--- src/hdl/crm_map.vh ---
/*
 * Constants for the small processor core: flag bit positions, opcodes,
 * reset values and the mode-3 control register window.
 * Assumes it is included by its bare name from the core file.
 */
`ifndef CRM_MAP_VH
`define CRM_MAP_VH

// Flag register bit positions.
`define CRM_FLAG_C 0
`define CRM_FLAG_V 1
`define CRM_FLAG_Z 2
`define CRM_FLAG_N 3
`define CRM_FLAG_I 4
`define CRM_FLAG_H 5
// Upper two flag bits always read as ones.
`define CRM_FLAG_ONES 8'hC0
// Flag register value after reset: interrupt mask set.
`define CRM_FLAG_RST 8'hD0
// Reset values of the pointer registers.
`define CRM_PC_RST 16'h0000
`define CRM_SP_RST 16'h00FF
// Inherent opcodes.
`define CRM_OP_NOP 8'h01
`define CRM_OP_TAP 8'h06
`define CRM_OP_TPA 8'h07
`define CRM_OP_INX 8'h08
`define CRM_OP_DEX 8'h09
`define CRM_OP_CLI 8'h0E
`define CRM_OP_SEI 8'h0F
`define CRM_OP_TAB 8'h16
`define CRM_OP_TBA 8'h17
`define CRM_OP_DAA 8'h19
`define CRM_OP_ABA 8'h1B
`define CRM_OP_TSX 8'h30
`define CRM_OP_TXS 8'h35
`define CRM_OP_ABX 8'h3A
// Branch opcodes occupy 20..2F.
`define CRM_OP_BR_HI 4'h2
// Load opcodes per addressing mode.
`define CRM_OP_LDAA_IMM 8'h86
`define CRM_OP_LDAA_DIR 8'h96
`define CRM_OP_LDAA_IDX 8'hA6
`define CRM_OP_LDAA_EXT 8'hB6
`define CRM_OP_LDX_IMM 8'hCE
`define CRM_OP_LDD_IMM 8'hCC
// Control register window reached by direct addresses below this limit.
`define CRM_CTRL_LIMIT 8'h20
`define CRM_MODE3 3'h3

`endif

--- src/hdl/crm_core.v ---
/*
 * Register model and operand addressing of an 8-bit processor core.
 * Holds the accumulators, pointers and flags, fetches instructions over a
 * simple one-cycle read bus and executes a representative instruction set:
 * loads in the four memory modes, branches, pointer moves and decimal adjust.
 * Assumes memory answers every read within the same cycle in which the address is shown.
 */
// How it works
// - A and B form D, A high.
// - 16-bit PC addresses next instruction.
// - 16-bit SP points to next free slot.
// - 16-bit X holds data or index base.
// - Flags H,I,N,Z,V,C; I in bit four.
// - Flag bits six and seven read one.
// - Direct address high byte is zero.
// - Mode 3 direct skips control registers.
// - Extended takes 16-bit address from two bytes.
// - Indexed adds unsigned offset, X unchanged.
// - Taken branch adds signed displacement to PC.
// - Immediate operand one or two bytes.
// - Inherent ops one byte, no memory.
// - Index to stack minus one, reverse plus one.
// - Decimal adjust corrects A to BCD.
`timescale 1ns/1ps
`default_nettype none
`include "crm_map.vh"

module crm_core (
    input wire clk, // System clock, 100 MHz.
    input wire rst, // Asynchronous reset, active high.
    input wire [2:0] op_mode, // Operating mode select.
    input wire [7:0] mem_rdata, // Read data from memory.
    output reg [15:0] mem_addr, // Memory address.
    output reg mem_rd, // Memory read strobe.
    output reg ctrl_sel, // Access aimed at control registers.
    output reg [7:0] acc_a, // Accumulator A.
    output reg [7:0] acc_b, // Accumulator B.
    output reg [15:0] pc_out, // Program counter.
    output reg [15:0] sp_out, // Stack pointer.
    output reg [15:0] ix_out, // Index register.
    output reg [7:0] flag_register // Flag register as read.
);

    // Sequencer states.
    localparam ST_FETCH = 3'd0;
    localparam ST_OP1 = 3'd1;
    localparam ST_OP2 = 3'd2;
    localparam ST_MEM = 3'd3;
    localparam ST_MEM2 = 3'd4;

    reg [2:0] state_reg; // Current state.
    reg [7:0] opc_reg; // Opcode being executed.
    reg [7:0] b2_reg; // Second instruction byte.
    reg [15:0] ea_reg; // Effective operand address.
    reg [5:0] flg_reg; // Six live flag bits.

    // Applies decimal correction to a binary sum held in A.
    function [8:0] dec_adj;
        input [7:0] a;
        input hc;
        input cy;
        reg [7:0] corr;
        reg hi;
        begin
            corr = 8'h00;
            hi = cy;
            if (hc || (a[3:0] > 4'h9)) begin
                corr[3:0] = 4'h6;
            end
            if (cy || (a[7:4] > 4'h9) || ((a[7:4] > 4'h8) && (a[3:0] > 4'h9))) begin
                corr[7:4] = 4'h6;
                hi = 1'b1;
            end
            dec_adj = {hi, a + corr};
        end
    endfunction

    // Branch condition test from the low nibble of a 2x opcode.
    function br_take;
        input [3:0] cond;
        input [5:0] f;
        reg t;
        begin
            case (cond[3:1])
                3'd0: t = 1'b1;
                3'd1: t = ~(f[`CRM_FLAG_C] | f[`CRM_FLAG_Z]);
                3'd2: t = ~f[`CRM_FLAG_C];
                3'd3: t = ~f[`CRM_FLAG_Z];
                3'd4: t = ~f[`CRM_FLAG_V];
                3'd5: t = ~f[`CRM_FLAG_N];
                3'd6: t = ~(f[`CRM_FLAG_N] ^ f[`CRM_FLAG_V]);
                default: t = ~(f[`CRM_FLAG_Z] | (f[`CRM_FLAG_N] ^ f[`CRM_FLAG_V]));
            endcase
            br_take = cond[0] ? ~t : t;
        end
    endfunction

    // Sets N and Z from an 8-bit result, clears V.
    function [5:0] nz8;
        input [5:0] f;
        input [7:0] r;
        begin
            nz8 = f;
            nz8[`CRM_FLAG_N] = r[7];
            nz8[`CRM_FLAG_Z] = (r == 8'h00);
            nz8[`CRM_FLAG_V] = 1'b0;
        end
    endfunction

    wire [8:0] daa_res = dec_adj(acc_a, flg_reg[`CRM_FLAG_H], flg_reg[`CRM_FLAG_C]);
    wire [8:0] add_lo = {1'b0, acc_a} + {1'b0, acc_b};
    wire [4:0] add_h = {1'b0, acc_a[3:0]} + {1'b0, acc_b[3:0]};
    wire [15:0] pc_inc = pc_out + 16'h0001;
    wire [15:0] br_dest = pc_inc + {{8{mem_rdata[7]}}, mem_rdata};
    wire [15:0] idx_ea = ix_out + {8'h00, mem_rdata};
    wire is_mem = (opc_reg == `CRM_OP_LDAA_DIR) || (opc_reg == `CRM_OP_LDAA_IDX) ||
        (opc_reg == `CRM_OP_LDAA_EXT);

    // Main sequencer: fetch, operand bytes, memory access, execute.
    always @(posedge clk or posedge rst) begin
        if (rst) begin
            state_reg <= ST_FETCH;
            opc_reg <= 8'h00;
            b2_reg <= 8'h00;
            ea_reg <= 16'h0000;
            flg_reg <= 6'h10;
            acc_a <= 8'h00;
            acc_b <= 8'h00;
            pc_out <= `CRM_PC_RST;
            sp_out <= `CRM_SP_RST;
            ix_out <= 16'h0000;
            mem_addr <= `CRM_PC_RST;
            mem_rd <= 1'b1;
            ctrl_sel <= 1'b0;
            flag_register <= `CRM_FLAG_RST;
        end else begin
            flag_register <= `CRM_FLAG_ONES | {2'b00, flg_reg};
            ctrl_sel <= 1'b0;
            mem_rd <= 1'b1;
            case (state_reg)
                // Opcode arrives; decide what follows.
                ST_FETCH: begin
                    opc_reg <= mem_rdata;
                    pc_out <= pc_inc;
                    mem_addr <= pc_inc;
                    if ((mem_rdata[7:4] == `CRM_OP_BR_HI) ||
                        (mem_rdata[7] && (mem_rdata[3:0] != 4'h7))) begin
                        state_reg <= ST_OP1;
                    end else begin
                        // Inherent: single byte, no operand access.
                        state_reg <= ST_FETCH;
                        case (mem_rdata)
                            `CRM_OP_TAP: flg_reg <= acc_a[5:0];
                            `CRM_OP_TPA: acc_a <= `CRM_FLAG_ONES | {2'b00, flg_reg};
                            `CRM_OP_INX: ix_out <= ix_out + 16'h0001;
                            `CRM_OP_DEX: ix_out <= ix_out - 16'h0001;
                            `CRM_OP_CLI: flg_reg[`CRM_FLAG_I] <= 1'b0;
                            `CRM_OP_SEI: flg_reg[`CRM_FLAG_I] <= 1'b1;
                            `CRM_OP_TAB: begin
                                acc_b <= acc_a;
                                flg_reg <= nz8(flg_reg, acc_a);
                            end
                            `CRM_OP_TBA: begin
                                acc_a <= acc_b;
                                flg_reg <= nz8(flg_reg, acc_b);
                            end
                            `CRM_OP_ABA: begin
                                acc_a <= add_lo[7:0];
                                flg_reg <= {add_h[4], flg_reg[4], add_lo[7], add_lo[7:0] == 8'h00,
                                    (acc_a[7] == acc_b[7]) && (add_lo[7] != acc_a[7]), add_lo[8]};
                            end
                            `CRM_OP_DAA: begin
                                acc_a <= daa_res[7:0];
                                flg_reg[`CRM_FLAG_C] <= daa_res[8];
                                flg_reg[`CRM_FLAG_N] <= daa_res[7];
                                flg_reg[`CRM_FLAG_Z] <= (daa_res[7:0] == 8'h00);
                            end
                            `CRM_OP_TXS: sp_out <= ix_out - 16'h0001;
                            `CRM_OP_TSX: ix_out <= sp_out + 16'h0001;
                            `CRM_OP_ABX: ix_out <= ix_out + {8'h00, acc_b};
                            default: state_reg <= ST_FETCH;
                        endcase
                    end
                end
                // Second byte: operand, displacement, offset or address.
                ST_OP1: begin
                    b2_reg <= mem_rdata;
                    pc_out <= pc_inc;
                    mem_addr <= pc_inc;
                    state_reg <= ST_FETCH;
                    if (opc_reg[7:4] == `CRM_OP_BR_HI) begin
                        if (br_take(opc_reg[3:0], flg_reg)) begin
                            pc_out <= br_dest;
                            mem_addr <= br_dest;
                        end
                    end else if (opc_reg == `CRM_OP_LDAA_IMM) begin
                        acc_a <= mem_rdata;
                        flg_reg <= nz8(flg_reg, mem_rdata);
                    end else if (opc_reg == `CRM_OP_LDX_IMM || opc_reg == `CRM_OP_LDD_IMM ||
                        opc_reg == `CRM_OP_LDAA_EXT) begin
                        state_reg <= ST_OP2; // Three-byte form.
                    end else if (opc_reg == `CRM_OP_LDAA_DIR) begin
                        ea_reg <= {8'h00, mem_rdata};
                        mem_addr <= {8'h00, mem_rdata};
                        ctrl_sel <= (op_mode != `CRM_MODE3) && (mem_rdata < `CRM_CTRL_LIMIT);
                        state_reg <= ST_MEM;
                    end else if (opc_reg == `CRM_OP_LDAA_IDX) begin
                        ea_reg <= idx_ea;
                        mem_addr <= idx_ea;
                        state_reg <= ST_MEM;
                    end
                end
                // Third byte: low half of a 16-bit operand or address.
                ST_OP2: begin
                    pc_out <= pc_inc;
                    mem_addr <= pc_inc;
                    state_reg <= ST_FETCH;
                    if (opc_reg == `CRM_OP_LDX_IMM) begin
                        ix_out <= {b2_reg, mem_rdata};
                        flg_reg <= nz8(flg_reg, b2_reg | mem_rdata);
                        flg_reg[`CRM_FLAG_N] <= b2_reg[7];
                    end else if (opc_reg == `CRM_OP_LDD_IMM) begin
                        acc_a <= b2_reg;
                        acc_b <= mem_rdata;
                        flg_reg <= nz8(flg_reg, b2_reg | mem_rdata);
                        flg_reg[`CRM_FLAG_N] <= b2_reg[7];
                    end else begin
                        ea_reg <= {b2_reg, mem_rdata};
                        mem_addr <= {b2_reg, mem_rdata};
                        state_reg <= ST_MEM;
                    end
                end
                // Operand address is on the bus; data is already valid but is taken next cycle.
                ST_MEM: begin
                    mem_addr <= ea_reg;
                    state_reg <= ST_MEM2;
                end
                // Operand data is taken into A; resume fetch at the PC.
                ST_MEM2: begin
                    if (is_mem) begin
                        acc_a <= mem_rdata;
                        flg_reg <= nz8(flg_reg, mem_rdata);
                    end
                    mem_addr <= pc_out;
                    state_reg <= ST_FETCH;
                end
                default: state_reg <= ST_FETCH;
            endcase
        end
    end

endmodule // crm_core
`default_nettype wire

--- config.mk ---
export PLATFORM = sky130hd
export DESIGN_NAME = crm_core
export DESIGN_NICKNAME = d
export VERILOG_FILES = /design/src/hdl/crm_core.v
export VERILOG_INCLUDE_DIRS = /design/src /design/src/hdl
export SDC_FILE = /design/constraint.sdc
export NUM_CORES = 1
export LEC_CHECK = 0
export BUFFER_PORTS_ARGS = -buffer_cell sky130_fd_sc_hd__buf_4
export CAP_MARGIN = 10
export CORE_MARGIN = 4
export CORE_UTILIZATION = 55
export CTS_CLUSTER_SIZE = 28
export DETAILED_ROUTE_END_ITERATION = 8
export HOLD_SLACK_MARGIN = 0.15
export PLACE_DENSITY = 0.76
export SYNTH_ARGS = -nofsm -noshare
export SYNTH_HDL_FRONTEND = slang
export SYNTH_SLANG_ARGS = --single-unit
export TNS_END_PERCENT = 5
--- constraint.sdc ---
create_clock -name clk -period 4.3 [get_ports clk]
set_clock_uncertainty 0.15 [all_clocks]
set_input_delay 0.43 -clock clk [delete_from_list [all_inputs] [get_ports clk]]
set_output_delay 0.43 -clock clk [all_outputs]
set_load 0.05 [all_outputs]
* Word level (Yosys, flattened, before mapping)
Cells that the tools add are included. Widths: inputs -> output; s select.
Cells by class: $add $sub $neg 10, magnitude comparators 4, equality and inequality tests 53, muxes and demuxes 69, bitwise operators 16, reductions and logical operators 40
Operators with widths (count):
- $mux 16 | 18
- $pmux 16 s2 | 3
- $mux 8 | 10
- $pmux 16 s5 | 1
- $pmux 16 s4 | 1
- $pmux 8 s4 | 2
- $add 16x1->16 const B | 3
- $eq 8x8->1 const B | 6
- $logic_not 8->1 | 6
- $add 16x8->16 | 2
- $eq 8x4->1 const B | 4
- $eq 8x5->1 const B | 4
- $reduce_and 7->1 | 4
- $eq 8x6->1 const B | 3
- $pmux 6 s4 | 1
- $ne 2x2->1 const B | 11
- $mux 4 | 5
- $add 16x16->16 | 1
- $eq 8x3->1 const B | 2
- $pmux 8 s2 | 1
- $sub 16x1->16 const B | 1
- $mux 2 | 7
- $eq 3x2->1 const B | 4
- $eq 3x3->1 const B | 4
- 41 further kinds | 88
Storage, ports and cells: flip-flop bits (word level) 128, output and inout bits 90, logic and storage cells 209

* Logic depth before layout (Yosys ltp)
word-level depth 11, mapped depth 16, gate-level depth less buffers 14

* Least setup slack after synthesis
Ideal clock, no wire load.
kind register -> register, start point register pc_out[2], end point register pc_out[14], data arrival time 3.486 ns, data required time 4.024 ns, slack 0.538 ns, cell stages (with the launch flop) 15, path buffers 1, clock period less this slack 3.762 ns, cells stage by stage dfrtp_1 > buf_4 > and3_1 > and4_1 > nand2_1 > xnor2_1 > ha_1 > a21o_1 > a211oi_1 > a21boi_1 > a211oi_1 > o21ai_1 > a31oi_1 > xor2_1 > a221o_1
On the way: word-level cells in the longest chain between the ends 5
Ends and longest elaborated chain:
- from (decl) | line crm_core.v:38 | output reg [15:0] pc_out,
- from (signal assigned) | line crm_core.v:129 | pc_out <= `CRM_PC_RST;
- from (signal assigned) | line crm_core.v:144 | pc_out <= pc_inc;
- from (signal assigned) | line crm_core.v:188 | pc_out <= pc_inc;
- $add 16x1->16 (*) | line crm_core.v:113 | wire [15:0] pc_inc = pc_out + 16'h0001;
- $add 16x16->16 | line crm_core.v:114 | wire [15:0] br_dest = pc_inc + {{8{mem_rdata[7]}}, mem_rdata};
- $mux 16 | line crm_core.v:192 | if (br_take(opc_reg[3:0], flg_reg)) begin
- $mux 16 | line crm_core.v:191 | if (opc_reg[7:4] == `CRM_OP_BR_HI) begin
- $pmux 16 s2 (*) | line crm_core.v:140 | case (state_reg)
Every way passes the cells marked *; elsewhere a longest branch is shown, timed or not. A chain may end at the register's enable or synchronous reset.

* Final worst setup path
start point register pc_out[0], end point register mem_addr[15]
On the way: word-level cells in the longest chain between the ends 7
Ends and longest elaborated chain:
- $add 16x1->16 (*) | line crm_core.v:113
- branches (longest 5 deep; another with $add 16x16->16)
- $pmux 16 s5 (*) | line crm_core.v:140
- to (signal assigned) | line crm_core.v:145 | mem_addr <= pc_inc;
- to (signal assigned) | line crm_core.v:194 | mem_addr <= br_dest;
- to (signal assigned) | line crm_core.v:204 | mem_addr <= {8'h00, mem_rdata};
- to (decl) | line crm_core.v:33 | output reg [15:0] mem_addr,
Every way passes the cells marked *.

==> metrics.yaml <==
status:
  status: "complete, no violations"
timing:
  rsz0062_at_grt: "no"
  slew_headroom: 0.320
  period_needed_ps: 3960
  drv_slew: 0
  max_slew.worst_pin.slew_ps: 1020
  max_freq_mhz: 253
  period_share: 0.921
  tns_ps: 0
  hold_violations: 0
  setup_viol: 0
clocking:
  cts_tree: "yes"
  root_buffer: "clkbuf_16"
  htreeDepth: 4
  cts.sinks: 128
  cts-resized-gates: 0
  path_clk_slew_ps: 60
  cts_made_buffers: 17
  clockBufferDepth: 2
  worst_skew_pair.late_latency_ps: 430
yosys:
  synth-seq-cells: 128
  ys.flop_type: "dfrtp_1"
  synthTopCellsByArea: "dfrtp_1 (27%), nand2_1 (7.1%), ha_1 (5.3%)"
  synth_seq_area_share: 0.294
  ys_types: 96
  syn-cell-area_um2: 10900
  netlist_top_cells_count: "nand2_1 (206), nor2_1 (123), dfrtp_1 (118)"
  netlist_instances: 1401
  syn_area_per_cell_um2: 7.80
  yosys.area.top_type_share: 0.270
  yosys.area.top_type: "dfrtp_1"
  async_reset_ff_frac: 1.00
  synth_most_common_cell: "nand2_1"
  yosysWarnings: 0
  synth_edf_count: 0
floorplan:
  die_width_um: 149
  fp.dieH_um: 149
  die_area_um2: 22200
  row_count: 51
  core_um2: 19500
  start_util: 0.560
  num_io_pins: 103
critical_path:
  crit_arrival_ps: 4150
  crit_type: "reg -> reg"
  crit_fanout: 12
  path_cells: "ha_1, and3_1, nand2b_1, and2_1, inv_1, ha_1, a21oi_1, inv_1, o41ai_2, o31a_1, a21oi_1, xnor2_1, a22o_1, nor3_1"
  cp_slowest_cell: "dfrtp_1"
  required_ps: 4490
  worstSetupEndpointType: "register"
  critPathLaunchType: "register"
  r2r_cells: 14
  reg2reg_slack_ps: 340
  slowest_delay_ps: 550
layout:
  multi_input_area_um2: 7180
  area_delta_synth_final_pct: 14.4
  final_cells: 1746
  drive_gt1_frac: 0.147
  fillCellCount: 1740
  nets: 1532
  fin_util: 0.640
  regArea_um2: 3220
  diodes: 0
global_routing:
  grt_max_degree: 75
  gr-total-overflow: 0
  groute.usage.overall: 0.345
  grt_pass1_wl_mm: 60.7
  antenna_found_initial: 0
  grt_pass1_vias: 11000
power_and_ir_drop:
  p_clk_frac: 0.154
  power_leakage_nw: 5.34
  seqPwrFrac: 0.248
  powerDensity_nw_per_um2: 794
  power_w: 0.00992
  vdd_ir_drop_max_mv: 0.475
  power.switching_w: 0.00521
  internal_power_w: 0.00471
  sw_frac_of_total: 0.525
  combPwrFrac: 0.598
drt:
  wirelength_mm: 38.3
  drtPass1Iterations: 6
  drtIter0Drc: 1544
  ant_nets: 0
  drc: 0
  avgRoutedWirePerCell_um: 22.0
  num_vias: 11600
  vias_per_cell: 6.67
min_path:
  hp-class: "in -> reg"
  hold_depth: 4
flow_run:
  cap_violations: 0
placement:
  portBuffers: 99
  hpwlAfterDp_mm: 27.8
  gp_congestion: 0.987
  placed_cells: 1713
-- worst max-delay path, delay by kind of cell (launching register included) --
family | cells | cell delay (ps)
and+or+nand+nor | 4 | 890
xor gates and xnor gates | 1 | 180
adders and majority gates | 2 | 640
buffers and inverters | 2 | 180
DFF | 1 | 550
AOI/OAI and AO/OA | 5 | 1290
-- path summary, 6_finish.rpt --
kind                                             start                    endpoint
worst min register to register  flg_reg[4]$_DFFE_PP1P_  flag_register[4]$_DFF_PP1_
worst max register to register   pc_out[0]$_DFFE_PP0P_    mem_addr[15]$_DFFE_PP0P_
min in group asynchronous                          rst      flg_reg[5]$_DFFE_PP0P_
worst max-delay path             pc_out[0]$_DFFE_PP0P_    mem_addr[15]$_DFFE_PP0P_
worst min-delay path                        op_mode[0]          ctrl_sel$_DFF_PP0_
max in group asynchronous                          rst      flg_reg[4]$_DFFE_PP1P_
-- metal layers --
metal | global-route usage | vias to the layer above | wire length, um | part of all wire
li1 | - | 5281 | - | -
met5 | 0 | - | 0 | 0
met3 | 0.0726 | 150 | 4000 | 0.10
met1 | 0.469 | 5492 | 15400 | 0.40
met4 | 0.133 | 0 | 1380 | 0.036
met2 | 0.542 | 717 | 17500 | 0.46
-- kinds of logic (layout without fill, tap and decap cells) --
group | after synthesis | count (layout) | share of synthesized area
adders and majority gates | 51 | 51 | 0.0618
buffers and inverters | 127 | 205 | 0.0502
DFF | 128 | 128 | 0.294
other | 1 | 3 | 0.000343
xor gates and xnor gates | 84 | 84 | 0.0680
AOI/OAI and AO/OA | 443 | 443 | 0.265
and+or+nand+nor | 545 | 545 | 0.239
muxes | 22 | 22 | 0.0207
-- cell type report --
class                   instances  share of cell area
inverters                      36              0.0112
clock buffers                  19              0.0354
repair buffers                137              0.0825
multi-input cells            1148               0.574
well taps                     265              0.0265
flip-flops and latches        128               0.257
clock inverters                13              0.0129
-- cells in the final DEF, fill, tap and decap left out, drive strengths merged, types with 10 or more instances in the layout --
cell type | Yosys | final
nand2 | 207 | 207
buf | 34 | 136
ha | 46 | 46
nor2 | 126 | 126
inv | 35 | 37
nand4 | 15 | 15
nor3 | 50 | 50
a221oi | 16 | 16
nand3 | 32 | 32
mux2i | 17 | 17
and3 | 16 | 16
a211oi | 16 | 16
nor4 | 14 | 14
clkbuf | 57 | 19
dfrtp | 118 | 118
o22ai | 26 | 26
or3 | 13 | 13
nor2b | 11 | 11
a21o | 15 | 15
nand2b | 15 | 15
xor2 | 38 | 38
o21ai | 127 | 127
a31oi | 20 | 20
a21oi | 98 | 98
dfstp | 10 | 10
xnor2 | 46 | 46
and2 | 13 | 13
o221ai | 14 | 14
o211ai | 15 | 15
-- stage by stage --
step | hold slack (ps) | setup slack [ps] | instance area [um^2]
final | 209 | 340 | 12500
after global routing | 223 | 58.0 | 12500
after CTS | 211 | 391 | 12500
after detailed placement | 241 | 131 | 11900
after global placement | 239 | 183 | 11900
after floorplan | 210 | 324 | 10900
-- power groups by stage --
stage	Sequential, W	Clock, W	Combinational, W
2_1_floorplan	0.00295	0	0.00357
3_3_place_gp	0.00243	0	0.00571
3_5_place_dp	0.00245	0	0.00579
4_1_cts	0.00243	0.00153	0.00583
5_1_grt	0.00252	0.00158	0.00639
6_report	0.00246	0.00153	0.00593
-- what timing repair did --
item	in CTS	in global routing
hold endpoints to repair	71	0
buffers inserted	0	0
hold buffers	1	0
Note: power is estimated with default switching activity, not from simulation.
